`src/common/sysevt_pkg.sv`:
```
package sysevt_pkg;

	// ***************************************************************
	// Device configuration index space
	// ***************************************************************
	localparam logic [7:0]  OFS_CACHE_CFG   = 8'h14;
	localparam logic [7:0]  OFS_MISC_EN     = 8'h90;
	localparam logic [7:0]  OFS_CARD_KBD_EN = 8'h91;
	localparam logic [7:0]  OFS_BATAC_EN    = 8'h93;
	localparam logic [7:0]  OFS_BATAC_STAT  = 8'h97;
	localparam logic [7:0]  OFS_TRAP_EN_A   = 8'h99;
	localparam logic [7:0]  OFS_TRAP_EN_B   = 8'h9A;
	localparam logic [7:0]  OFS_EVT_CTRL    = 8'h9D;
	localparam logic [7:0]  REG_RESET       = 8'h00;
	localparam int          CACHE_WT_BIT    = 0;
	localparam int          MISC_LO         = 2;
	localparam int          MISC_HI         = 6;
	localparam int          CTRL_SMI_EN     = 0;
	localparam int          CTRL_NMI_ROUTE  = 1;
	localparam logic [7:0]  CTRL_WMASK      = 8'h03;
	localparam logic [7:0]  CARD_KBD_WMASK  = 8'h0F;
	localparam logic [7:0]  TRAP_A_WMASK    = 8'h1F;
	localparam logic [7:0]  TRAP_B_WMASK    = 8'h7F;
	localparam int          PORT70_GATE_BIT = 7;
	localparam logic        NMI_GATE_RESET  = 1'b1;

	// ***************************************************************
	// Event sources
	// ***************************************************************
	localparam int          NUM_FALL   = 5;
	localparam int          NUM_BATAC  = 4;
	localparam int          NUM_CK     = 4;
	localparam int          NUM_PINS   = NUM_FALL + NUM_BATAC + NUM_CK;
	localparam int          NUM_TRAP_A = 5;
	localparam int          NUM_TRAP_B = 7;
	localparam int          NUM_TRAP   = NUM_TRAP_A + NUM_TRAP_B;
	localparam logic        PIN_IDLE   = 1'b1;
	localparam logic [1:0]  SETTLE_CYC = 2'h3;
	localparam logic [15:0] TRAP_MASK  = 16'hFFF8;
	localparam logic [15:0] TRAP_BASE [NUM_TRAP] = '{
		16'h01F0, 16'h0170, 16'h03F0, 16'h0370, 16'h03F8, 16'h02F8,
		16'h0378, 16'h0278, 16'h03E0, 16'h0060, 16'h03B0, 16'h03C0};
	localparam logic [15:0] SS_RESTART_ADDR = 16'hFF00;
	localparam logic [7:0]  SS_RESTART_VAL  = 8'hFF;

	// ***************************************************************
	// Controller register port
	// ***************************************************************
	localparam logic [7:0]  H_ADDR     = 8'h00;
	localparam logic [7:0]  H_WDATA    = 8'h04;
	localparam logic [7:0]  H_CMD      = 8'h08;
	localparam logic [7:0]  H_CFG_DATA = 8'h0C;
	localparam logic [7:0]  H_STAT     = 8'h10;
	localparam logic [7:0]  H_MASK     = 8'h14;
	localparam logic [7:0]  H_LEVEL    = 8'h18;
	localparam int          PB_CFG_WR  = 0;
	localparam int          PB_CFG_RD  = 1;
	localparam int          PB_P70     = 2;
	localparam int          PB_SS_WR   = 3;
	localparam int          PB_IO      = 4;
	localparam int          PB_SMI_ACK = 5;
	localparam int          PB_NMI_ACK = 6;
	localparam int          PB_RSM     = 7;
	localparam int          ST_SMI     = 0;
	localparam int          ST_NMI     = 1;
	localparam int          ST_RESTART = 2;

endpackage

```
`src/common/sysevt_if.sv`:
```
`timescale 1ns/1ps
interface sysevt_if;
	logic [7:0]  cfg_addr;
	logic [7:0]  cfg_wdata;
	logic        cfg_wr;
	logic        cfg_rd;
	logic [7:0]  cfg_rdata;
	logic        port70_wr;
	logic [7:0]  port70_wdata;
	logic        io_valid;
	logic [15:0] io_addr;
	logic        ss_wr;
	logic [15:0] ss_addr;
	logic [7:0]  ss_wdata;
	logic        rsm;
	logic        smi_ack;
	logic        nmi_ack;
	logic        smi;
	logic        nmi;
	logic        io_restart;

	modport dev (
		input  cfg_addr, cfg_wdata, cfg_wr, cfg_rd, port70_wr, port70_wdata, io_valid, io_addr,
		input  ss_wr, ss_addr, ss_wdata, rsm, smi_ack, nmi_ack,
		output cfg_rdata, smi, nmi, io_restart
	);
	modport cpu (
		output cfg_addr, cfg_wdata, cfg_wr, cfg_rd, port70_wr, port70_wdata, io_valid, io_addr,
		output ss_wr, ss_addr, ss_wdata, rsm, smi_ack, nmi_ack,
		input  cfg_rdata, smi, nmi, io_restart
	);
endinterface

```
`src/hw/sysevt_device.sv`:
```
`timescale 1ns/1ps
module sysevt_device
	import sysevt_pkg::*;
(
	input  wire logic                mclk_i,
	input  wire logic                srst_i,
	sysevt_if.dev                    bus,
	input  wire logic                suspend_resume_pin_i,
	input  wire logic [3:0]          misc_fall_pin_i,
	input  wire logic [2:0]          batlow_pin_i,
	input  wire logic                acpresent_pin_i,
	input  wire logic [NUM_CK-1:0]   card_kbd_pin_i,
	output logic                     cache_write_through_o
);

	// ***************************************************************
	// Pin synchronizers and edge detectors
	// ***************************************************************
	logic [NUM_PINS-1:0] pin_raw;
	logic [NUM_PINS-1:0] sync1;
	logic [NUM_PINS-1:0] sync2;
	logic [NUM_PINS-1:0] prev;
	logic [NUM_PINS-1:0] rise;
	logic [NUM_PINS-1:0] fall;
	logic [1:0]          settle;
	logic [1:0]          next_settle;
	logic                armed;

	assign pin_raw = {card_kbd_pin_i, acpresent_pin_i, batlow_pin_i, misc_fall_pin_i, suspend_resume_pin_i};
	assign armed   = (settle == SETTLE_CYC);

	genvar gp;
	generate
		for (gp = 0; gp < NUM_PINS; gp++) begin : g_pin
			always_ff @(posedge mclk_i) begin
				if (srst_i) begin
					sync1[gp] <= PIN_IDLE;
					sync2[gp] <= PIN_IDLE;
					prev[gp]  <= PIN_IDLE;
				end else begin
					sync1[gp] <= pin_raw[gp];
					sync2[gp] <= sync1[gp];
					prev[gp]  <= sync2[gp];
				end
			end
			// Edges are ignored until the chain has filled after reset.
			assign rise[gp] = armed & sync2[gp] & ~prev[gp];
			assign fall[gp] = armed & ~sync2[gp] & prev[gp];
		end
	endgenerate

	always_comb begin
		next_settle = armed ? settle : settle + 2'h1;
	end

	always_ff @(posedge mclk_i) begin
		if (srst_i) begin
			settle <= 2'h0;
		end else begin
			settle <= next_settle;
		end
	end

	// ***************************************************************
	// Configuration registers
	// ***************************************************************
	logic [7:0] cache_cfg;
	logic [7:0] misc_en;
	logic [7:0] card_kbd_en;
	logic [7:0] batac_en;
	logic [7:0] batac_stat;
	logic [7:0] trap_en_a;
	logic [7:0] trap_en_b;
	logic [7:0] evt_ctrl;
	logic [7:0] rdata;
	logic       nmi_gate_off;
	logic [7:0] next_cache_cfg;
	logic [7:0] next_misc_en;
	logic [7:0] next_card_kbd_en;
	logic [7:0] next_batac_en;
	logic [7:0] next_batac_stat;
	logic [7:0] next_trap_en_a;
	logic [7:0] next_trap_en_b;
	logic [7:0] next_evt_ctrl;
	logic [7:0] next_rdata;
	logic       next_nmi_gate_off;
	logic [7:0] batac_hit;
	logic       wr_misc;

	assign wr_misc = bus.cfg_wr && (bus.cfg_addr == OFS_MISC_EN);

	genvar gb;
	generate
		for (gb = 0; gb < NUM_BATAC; gb++) begin : g_batac
			assign batac_hit[2*gb+1] = rise[NUM_FALL+gb] & batac_en[2*gb+1];
			assign batac_hit[2*gb]   = fall[NUM_FALL+gb] & batac_en[2*gb];
		end
	endgenerate

	always_comb begin
		next_cache_cfg    = cache_cfg;
		next_misc_en      = misc_en;
		next_card_kbd_en  = card_kbd_en;
		next_batac_en     = batac_en;
		next_trap_en_a    = trap_en_a;
		next_trap_en_b    = trap_en_b;
		next_evt_ctrl     = evt_ctrl;
		next_nmi_gate_off = nmi_gate_off;
		next_batac_stat   = batac_stat | batac_hit;
		if (bus.cfg_wr) begin
			unique case (bus.cfg_addr)
				OFS_CACHE_CFG:   next_cache_cfg   = bus.cfg_wdata;
				OFS_MISC_EN:     next_misc_en     = bus.cfg_wdata;
				OFS_CARD_KBD_EN: next_card_kbd_en = bus.cfg_wdata & CARD_KBD_WMASK;
				OFS_BATAC_EN:    next_batac_en    = bus.cfg_wdata;
				// Write one to clear; a new edge in the same cycle still sets.
				OFS_BATAC_STAT:  next_batac_stat  = (batac_stat & ~bus.cfg_wdata) | batac_hit;
				OFS_TRAP_EN_A:   next_trap_en_a   = bus.cfg_wdata & TRAP_A_WMASK;
				OFS_TRAP_EN_B:   next_trap_en_b   = bus.cfg_wdata & TRAP_B_WMASK;
				OFS_EVT_CTRL:    next_evt_ctrl    = bus.cfg_wdata & CTRL_WMASK;
				default: ;
			endcase
		end
		if (bus.port70_wr) begin
			next_nmi_gate_off = bus.port70_wdata[PORT70_GATE_BIT];
		end
		next_rdata = 8'h00;
		if (bus.cfg_rd) begin
			unique case (bus.cfg_addr)
				OFS_CACHE_CFG:   next_rdata = cache_cfg;
				OFS_MISC_EN:     next_rdata = misc_en;
				OFS_CARD_KBD_EN: next_rdata = card_kbd_en;
				OFS_BATAC_EN:    next_rdata = batac_en;
				OFS_BATAC_STAT:  next_rdata = batac_stat;
				OFS_TRAP_EN_A:   next_rdata = trap_en_a;
				OFS_TRAP_EN_B:   next_rdata = trap_en_b;
				OFS_EVT_CTRL:    next_rdata = evt_ctrl;
				default:         next_rdata = 8'h00;
			endcase
		end
	end

	always_ff @(posedge mclk_i) begin
		if (srst_i) begin
			cache_cfg    <= REG_RESET;
			misc_en      <= REG_RESET;
			card_kbd_en  <= REG_RESET;
			batac_en     <= REG_RESET;
			batac_stat   <= REG_RESET;
			trap_en_a    <= REG_RESET;
			trap_en_b    <= REG_RESET;
			evt_ctrl     <= REG_RESET;
			rdata        <= REG_RESET;
			nmi_gate_off <= NMI_GATE_RESET;
		end else begin
			cache_cfg    <= next_cache_cfg;
			misc_en      <= next_misc_en;
			card_kbd_en  <= next_card_kbd_en;
			batac_en     <= next_batac_en;
			batac_stat   <= next_batac_stat;
			trap_en_a    <= next_trap_en_a;
			trap_en_b    <= next_trap_en_b;
			evt_ctrl     <= next_evt_ctrl;
			rdata        <= next_rdata;
			nmi_gate_off <= next_nmi_gate_off;
		end
	end

	assign bus.cfg_rdata          = rdata;
	assign cache_write_through_o  = cache_cfg[CACHE_WT_BIT];

	// ***************************************************************
	// Event collection and delivery
	// ***************************************************************
	logic [NUM_TRAP-1:0] trap_hit;
	logic [NUM_TRAP-1:0] trap_en;
	logic                misc_evt;
	logic                misc_now;
	logic                ck_evt;
	logic                pin_evt;
	logic                route_nmi;
	logic                smi_pend;
	logic                nmi_pend;
	logic                restart_armed;
	logic                io_restart;
	logic                next_smi_pend;
	logic                next_nmi_pend;
	logic                next_restart_armed;
	logic                next_io_restart;

	assign trap_en = {trap_en_b[NUM_TRAP_B-1:0], trap_en_a[NUM_TRAP_A-1:0]};

	genvar gt;
	generate
		for (gt = 0; gt < NUM_TRAP; gt++) begin : g_trap
			assign trap_hit[gt] = bus.io_valid & trap_en[gt] &
				((bus.io_addr & TRAP_MASK) == TRAP_BASE[gt]);
		end
	endgenerate

	assign misc_evt  = |(fall[NUM_FALL-1:0] & misc_en[MISC_HI:MISC_LO]);
	// A source enabled while its pin already sits low fires at once.
	assign misc_now  = wr_misc &
		|(bus.cfg_wdata[MISC_HI:MISC_LO] & ~misc_en[MISC_HI:MISC_LO] & ~sync2[NUM_FALL-1:0]);
	assign ck_evt    = |(rise[NUM_PINS-1:NUM_FALL+NUM_BATAC] & card_kbd_en[NUM_CK-1:0]);
	assign pin_evt   = misc_evt | misc_now | (|batac_hit) | ck_evt;
	assign route_nmi = evt_ctrl[CTRL_NMI_ROUTE];

	always_comb begin
		next_smi_pend = ((|trap_hit) | (pin_evt & ~route_nmi)) | (smi_pend & ~bus.smi_ack);
		next_nmi_pend = (pin_evt & route_nmi) | (nmi_pend & ~bus.nmi_ack);
		next_restart_armed = restart_armed;
		if (bus.ss_wr && (bus.ss_addr == SS_RESTART_ADDR)) begin
			next_restart_armed = (bus.ss_wdata == SS_RESTART_VAL);
		end
		next_io_restart = bus.rsm & next_restart_armed;
		if (bus.rsm) begin
			next_restart_armed = 1'b0;
		end
	end

	always_ff @(posedge mclk_i) begin
		if (srst_i) begin
			smi_pend      <= 1'b0;
			nmi_pend      <= 1'b0;
			restart_armed <= 1'b0;
			io_restart    <= 1'b0;
		end else begin
			smi_pend      <= next_smi_pend;
			nmi_pend      <= next_nmi_pend;
			restart_armed <= next_restart_armed;
			io_restart    <= next_io_restart;
		end
	end

	assign bus.smi        = smi_pend & evt_ctrl[CTRL_SMI_EN];
	assign bus.nmi        = nmi_pend & ~nmi_gate_off;
	assign bus.io_restart = io_restart;

endmodule

```
`src/flat_wrapper.sv`:
```
// flat-port wrapper written by rule: the top's interface ports become plain ports
module sysevt_device_flat import sysevt_pkg::*;
  (mclk_i, srst_i, suspend_resume_pin_i, misc_fall_pin_i, batlow_pin_i, acpresent_pin_i, card_kbd_pin_i, cache_write_through_o, bus_cfg_addr, bus_cfg_wdata, bus_cfg_wr, bus_cfg_rd, bus_port70_wr, bus_port70_wdata, bus_io_valid, bus_io_addr, bus_ss_wr, bus_ss_addr, bus_ss_wdata, bus_rsm, bus_smi_ack, bus_nmi_ack, bus_cfg_rdata, bus_smi, bus_nmi, bus_io_restart);
  sysevt_if bus_i ();
  input  wire logic mclk_i;
  input  wire logic srst_i;
  input  wire logic suspend_resume_pin_i;
  input  wire logic [3:0] misc_fall_pin_i;
  input  wire logic [2:0] batlow_pin_i;
  input  wire logic acpresent_pin_i;
  input  wire logic [NUM_CK-1:0] card_kbd_pin_i;
  output logic cache_write_through_o;
  input wire logic [$bits(bus_i.cfg_addr)-1:0] bus_cfg_addr;
  input wire logic [$bits(bus_i.cfg_wdata)-1:0] bus_cfg_wdata;
  input wire logic [$bits(bus_i.cfg_wr)-1:0] bus_cfg_wr;
  input wire logic [$bits(bus_i.cfg_rd)-1:0] bus_cfg_rd;
  input wire logic [$bits(bus_i.port70_wr)-1:0] bus_port70_wr;
  input wire logic [$bits(bus_i.port70_wdata)-1:0] bus_port70_wdata;
  input wire logic [$bits(bus_i.io_valid)-1:0] bus_io_valid;
  input wire logic [$bits(bus_i.io_addr)-1:0] bus_io_addr;
  input wire logic [$bits(bus_i.ss_wr)-1:0] bus_ss_wr;
  input wire logic [$bits(bus_i.ss_addr)-1:0] bus_ss_addr;
  input wire logic [$bits(bus_i.ss_wdata)-1:0] bus_ss_wdata;
  input wire logic [$bits(bus_i.rsm)-1:0] bus_rsm;
  input wire logic [$bits(bus_i.smi_ack)-1:0] bus_smi_ack;
  input wire logic [$bits(bus_i.nmi_ack)-1:0] bus_nmi_ack;
  output wire logic [$bits(bus_i.cfg_rdata)-1:0] bus_cfg_rdata;
  output wire logic [$bits(bus_i.smi)-1:0] bus_smi;
  output wire logic [$bits(bus_i.nmi)-1:0] bus_nmi;
  output wire logic [$bits(bus_i.io_restart)-1:0] bus_io_restart;
  assign bus_i.cfg_addr = bus_cfg_addr;
  assign bus_i.cfg_wdata = bus_cfg_wdata;
  assign bus_i.cfg_wr = bus_cfg_wr;
  assign bus_i.cfg_rd = bus_cfg_rd;
  assign bus_i.port70_wr = bus_port70_wr;
  assign bus_i.port70_wdata = bus_port70_wdata;
  assign bus_i.io_valid = bus_io_valid;
  assign bus_i.io_addr = bus_io_addr;
  assign bus_i.ss_wr = bus_ss_wr;
  assign bus_i.ss_addr = bus_ss_addr;
  assign bus_i.ss_wdata = bus_ss_wdata;
  assign bus_i.rsm = bus_rsm;
  assign bus_i.smi_ack = bus_smi_ack;
  assign bus_i.nmi_ack = bus_nmi_ack;
  assign bus_cfg_rdata = bus_i.cfg_rdata;
  assign bus_smi = bus_i.smi;
  assign bus_nmi = bus_i.nmi;
  assign bus_io_restart = bus_i.io_restart;
  sysevt_device u_core (.mclk_i(mclk_i), .srst_i(srst_i), .bus(bus_i), .suspend_resume_pin_i(suspend_resume_pin_i), .misc_fall_pin_i(misc_fall_pin_i), .batlow_pin_i(batlow_pin_i), .acpresent_pin_i(acpresent_pin_i), .card_kbd_pin_i(card_kbd_pin_i), .cache_write_through_o(cache_write_through_o));
endmodule
```
`config.mk`:
```
export PLATFORM = sky130hd
export DESIGN_NAME = sysevt_device_flat
export DESIGN_NICKNAME = d
export VERILOG_FILES = /design/src/common/sysevt_pkg.sv /design/src/common/sysevt_if.sv /design/src/hw/sysevt_device.sv /design/src/flat_wrapper.sv
export SDC_FILE = /design/constraint.sdc
export NUM_CORES = 1
export LEC_CHECK = 0
export BUFFER_PORTS_ARGS = -buffer_cell sky130_fd_sc_hd__buf_2
export CAP_MARGIN = 20
export CELL_PAD_IN_SITES_DETAIL_PLACEMENT = 2
export CELL_PAD_IN_SITES_GLOBAL_PLACEMENT = 2
export CORE_MARGIN = 2
export CORE_UTILIZATION = 36
export CTS_BUF_LIST = sky130_fd_sc_hd__clkbuf_8
export DETAILED_ROUTE_END_ITERATION = 10
export PLACE_DENSITY = 0.94
export SLEW_MARGIN = 10
export SYNTH_ARGS = -nofsm -noshare
export SYNTH_HDL_FRONTEND = slang
export SYNTH_SLANG_ARGS = --single-unit
```
`constraint.sdc`:
```
create_clock -name mclk_i -period 3.7 [get_ports mclk_i]
set_input_delay 0.925 -clock mclk_i [delete_from_list [all_inputs] [get_ports mclk_i]]
set_output_delay 0.925 -clock mclk_i [all_outputs]
set_load 0.02 [all_outputs]
```
-- Word level (Yosys, flattened, before mapping)
Cells that the tools add are included.
- register bits: 104
- input bits: 87
- output and inout port bits: 12
- word-level logic and storage cells: 210
- add/subtract/negate cells: 1
- eq/ne operators: 23
- muxes and demuxes: 4
- bitwise operators: 112
- reductions and logical operators: 16
- operators with widths (cell ; count):
    == test 13 x 7 -> 1 bit (second input constant) ; 9
    AND 1 bit ; 74
    == test 8 bit (second input constant) ; 8
    case mux 8 bit (8 select lines) ; 1
    == test 13 x 6 -> 1 bit (second input constant) ; 2
    inverter 1 bit ; 22
    == test 16 bit (second input constant) ; 1
    2-to-1 mux 8 bit ; 2
    OR 8 bit ; 2
    AND 5 bit ; 3
    AND reduction 2 bit ; 7
    == test 13 x 4 -> 1 bit (second input constant) ; 1
    OR reduction 12 bit ; 1
    inverter 5 bit ; 2
    OR reduction 5 bit ; 2
    AND 8 bit ; 1
    == test 8 x 5 -> 1 bit (second input constant) ; 1
    inverter 8 bit ; 1
    OR reduction 8 bit ; 1
    OR 1 bit ; 6
    AND 4 bit ; 1
    OR reduction 2 bit ; 2
    OR reduction 4 bit ; 1
    adder 2 x 1 -> 2 bit (second input constant) ; 1
    3 further kinds ; 4

-- Longest topological paths before layout
- depth in word-level cells: 11
- mapped depth: 8
- gate-level depth less buffers: 6

-- Least setup slack after synthesis
No wires, ideal clock.
- kind: input port to flip-flop
- start point: in bus_cfg_addr[3]
- end point: reg u_core.rdata[0], in the netlist u_core.bus.cfg_rdata[0]
- arrival time: 2.048 ns
- data required time: 3.571 ns
- setup slack: 1.523 ns
- stages on the path: 8
- path buffers: 2
- path through: buf_4 > nor2b_1 > and3b_1 > and2_1 > buf_2 > a22o_1 > a221oi_1 > a31oi_1
- longest elaborated chain between the ends: 2
- elaborated cells on any way between the ends: 9
- ends and longest elaborated chain (item ; RTL line ; RTL):
    from (decl) ; flat_wrapper.sv:13 ; input wire logic [$bits(bus_i.cfg_addr)-1:0] bus_cfg_addr;
    == test 8 bit / == test 8 x 5 -> 1 bit (equally long branches) ; sysevt_device.sv:129 ; unique case (bus.cfg_addr)
    case mux 8 bit (8 select lines) (*) ; sysevt_device.sv:129 ;
    to (signal assigned) ; sysevt_device.sv:164 ; rdata <= next_rdata;
    to (decl) ; sysevt_device.sv:75 ; logic [7:0] rdata;
Mark *: on every way between the ends. The rest lies on a longest branch, timed or not.
A chain may end at the register's enable or synchronous reset.

-- Worst setup path after layout
- start point: in bus_cfg_addr[6]
- end point: reg u_core.nmi_pend
- longest elaborated chain between the ends: 8
- ends and longest elaborated chain (item ; RTL line ; RTL):
    == test 8 bit ; sysevt_device.sv:90 ; assign wr_misc = bus.cfg_wr && (bus.cfg_addr == OFS_MISC_EN);
    logical AND 1 bit ; sysevt_device.sv:90 ;
    AND 1 bit ; sysevt_device.sv:203 ; assign misc_now = wr_misc &
    OR 1 bit (3 in series) ; sysevt_device.sv:206 ; assign pin_evt = misc_evt | misc_now | (|batac_hit) | ck_evt;
    AND 1 bit ; sysevt_device.sv:211 ; next_nmi_pend = (pin_evt & route_nmi) | (nmi_pend & ~bus.nmi_ack);
    OR 1 bit ; sysevt_device.sv:211 ;
    to (signal assigned) ; sysevt_device.sv:230 ; nmi_pend <= next_nmi_pend;
    to (decl) ; sysevt_device.sv:183 ; logic nmi_pend;
Every way passes these cells.

==> summary.md <==
| Metric | Value |
|---|---|
| Vias in the first global route | `4264` |
| Total grt overflow | `0` |
| Synth Area in Compound Gates | `0.1389` |
| Initial Util | `0.3706` |
| Post-DP HPWL | `10240 um` |
| Vias/cell | `around 5.6` |
| Pins Over Slew Limit | `0` |
| CTS tree | `done` |
| Initial antenna violation count | `0` |
| Diodes inserted | `0` |
| Synthesized-area fraction occupied by adder cells | `0.002944` |
| Synth async-reset ratio | `0` |
| Starting DRT DRC Count | `around 110` |
| CP max-delay cell | `a31oi_1` |
| Status | `complete, no violations` |
| H-tree depth | `3` |
| Cells resized by post-CTS repair | `0` |
| First-pass GRT wire length | `about 23000 um` |
| Clk Latency, worst-skew pair | `0.38 ns` |
| Gate count of the mapped netlist | `around 460` |
| Worst Hold Class | `reg -> reg` |
| FMAX | `a little under 0.4 GHz` |
| Area contributors post-synth | `dfxtp_1 49%, or2_2 5.7%, a21oi_1 5.4%` |
| Count of cell types in the netlist | `55` |
| Chip Width | `about 110 um` |
| Total CTS buffers | `9` |
| Die area | `12690 um^2` |
| Placed Area | `4746 um^2` |
| Hold buffers post-CTS | `0` |
| Worst setup path category | `in -> reg` |
| ANT nets after route | `0` |
| Total of max-cap violations | `0` |
| GRT Total Usage | `0.2297` |
| R2R cell count | `6` |
| Layout cells sized above 1 | `0.2891` |
| Largest net degree at the start of global routing | `40` |
| GP Congestion | `roughly 0.81` |
| Drt wl/cell | `~21 um` |
| Synth cell count leaders | `104 x dfxtp_1, 52 x nor2_1, 46 x a21oi_1` |
| Worst EP required | `~4.0 ns` |
| Post-layout power | `between 2000 and 2500 uW` |
| Die height | `~110 um` |
| Cell area after synthesis | `about 4300 um^2` |
| Register area | `around 2100 um^2` |
| Mux cell area share after synthesis | `0.05181` |
| I/O pins | `99` |
| Worst Skew | `~0.013 ns` |
| Final min period | `2.534 ns` |
| Placed insts | `670` |
| Design area | `approximately 5000 um^2` |
| Syn. warnings | `0` |
| Non-filler cells, final | `~690` |
| Nets@finish | `between 600 and 700` |
| Via count | `approximately 3.8k` |
| Slew HR | `0.5978` |
| Number of synthesized flops with an enable pin | `0` |
| Worst-path clk slew | `about 0.10 ns` |
| PwrDens | `420.2 nW/um^2` |
| FP Rows | `39` |
| Count leader, synth | `dfxtp_1` |
| Fin Hold WS | `around 0.42 ns` |
| Slowest stage delay, CP | `between 0.5 and 0.6 ns` |
| XOR/XNOR Fraction of Synth Area | `0.002061` |
| CP Max Fanout | `17` |
| Port Buffer Count | `88` |
| Hold depth | `1` |
| Slew @ Worst Pin | `about 0.60 ns` |
| Top cell type's share of synthesized area | `0.4898` |
| Total wire length | `14240 um` |
| Synth Area in Simple Gates | `0.2676` |
| Synth Area per Inst | `roughly 9 um^2` |
| Final setup viols | `0` |
| Largest area contributor in the netlist | `dfxtp_1` |
| Post-CTS Setup Bufs | `0` |
| Post-Route Setup TNS | `0 ns` |
| Area grow syn2layout | `16.60%` |
| Core area | `roughly 11000 um^2` |
| Crit. path cell count | `7` |
| Final count of hold timing violations | `0` |
| Maximum VDD drop | `just over 0.0002 V` |
| RSZ-0062 raised after global routing | `no` |
| Yosys reg bits | `104` |
| CTS sink count | `between 100 and 150` |
| Area of the multi-input gates | `1969 um^2` |
| CP bufs+invs | `1` |
| Root Buffer Master | `clkbuf_8` |
| Pleak | `~0.0019 uW` |
| Sequential area share after synthesis | `0.4898` |
| CP Launch Type | `input pin` |
| CP top delay family | `compound AO/OA/AOI/OAI gates` |
| Main synth FF type | `dfxtp_1` |
| Largest family of logic cells by synthesized area | `simple AND/OR/NAND/NOR gates` |
| Fillers | `between 1k and 1.5k` |
| Maximum clock path buffer count | `2` |
| Drt first pass iters | `5` |
| CP endpoint kind | `flop` |
| Synth Net Count | `549` |
| CP Cell Sequence | `buf_2 -> and4bb_2 -> and2_4 -> nand3_4 -> a31o_2 -> a31oi_1 -> a21o_1` |
| Crit path DAT | `~2.9 ns` |
| DRC | `0` |
| Period utilisation layout | `0.6849` |
==> registers in the layout (all words and copies together) (netlist names) <==
name                   cells
u_core.batac_en            8
u_core.batac_stat          8
u_core.bus.cfg_rdata       8
u_core.bus.io_restart      1
u_core.cache_cfg           8
u_core.card_kbd_en         4
u_core.evt_ctrl            2
u_core.misc_en             8
u_core.nmi_gate_off        1
u_core.nmi_pend            1
u_core.prev               13
u_core.restart_armed       1
u_core.settle              2
u_core.smi_pend            1
u_core.sync1              13
u_core.sync2              13
u_core.trap_en_a           5
u_core.trap_en_b           7
==> worst paths after layout <==
check | slack [ns] | start | to
min | 0.42 | u_core.sync1[3] | u_core.sync2[3]
min reg2reg | 0.42 | u_core.sync1[3] | u_core.sync2[3]
max reg2reg | 1.69 | u_core.settle[0] | u_core.nmi_pend
max | 1.17 | bus_cfg_addr[6] | u_core.nmi_pend
==> cell type report <==
class                           instances  area share
Clock buffer                            9     0.02499
Clock inverter                          7     0.01742
Inverter                               10    0.007574
Multi-Input combinational cell        320      0.3974
Sequential cell                       104      0.4201
Tap cell                              143     0.03610
Timing Repair Buffer                   93     0.09644
==> cell usage in the layout (no fill, tap or decap), types with 3 or more instances in the layout <==
cell | netlist | routed
dfxtp_1 | 104 | 104
nor4_1 | 3 | 3
a22oi_1 | 11 | 11
and2_1 | 5 | 5
nand4_1 | 10 | 10
buf_2 | 4 | 88
and3_1 | 3 | 3
a31oi_1 | 7 | 7
mux2_2 | 3 | 3
or2_2 | 39 | 39
mux2i_1 | 16 | 16
nand4b_1 | 10 | 10
a21oi_1 | 46 | 46
inv_1 | 10 | 12
clkbuf_8 | 0 | 9
nand3b_1 | 11 | 11
nor2_1 | 52 | 52
nor2b_1 | 5 | 5
buf_4 | 5 | 5
nor3b_1 | 5 | 5
o21ai_0 | 12 | 12
nand3_1 | 21 | 21
nand2_1 | 25 | 25
a222oi_1 | 5 | 5
==> stage by stage <==
step | worst slack, ns | utilization
3_5_place_dp | 0.8565 | 0.4139
6_report | 1.166 | 0.4322
2_1_floorplan | 1.523 | -
5_1_grt | 1.122 | 0.4322
3_3_place_gp | 0.9420 | 0.4139
4_1_cts | 1.193 | 0.4322
==> per-layer routing <==
layer,part of all wire,vias to the layer above,global-route usage
li1,-,1779,-
met2,0.53,113,0.4291
met3,0.042,26,0.03240
met5,0,-,0
met1,0.41,1900,0.2619
met4,0.022,0,0.09024
==> where the power goes <==
group / internal (uW) / switching [uW] / total [uW]
registers: 1140 / 11.1 / 1150
clock network: 377 / 410 / 787
logic: 62.1 / 80.6 / 143
==> kinds of logic (layout without fill, tap and decap cells) <==
group	after synthesis	after routing
compound gates	95	95
simple gates	203	203
buf+inv	37	119
xor+xnor	1	1
mux	20	20
fa+ha+maj	1	1
flops	104	104
(Power assumes the default switching activity.)
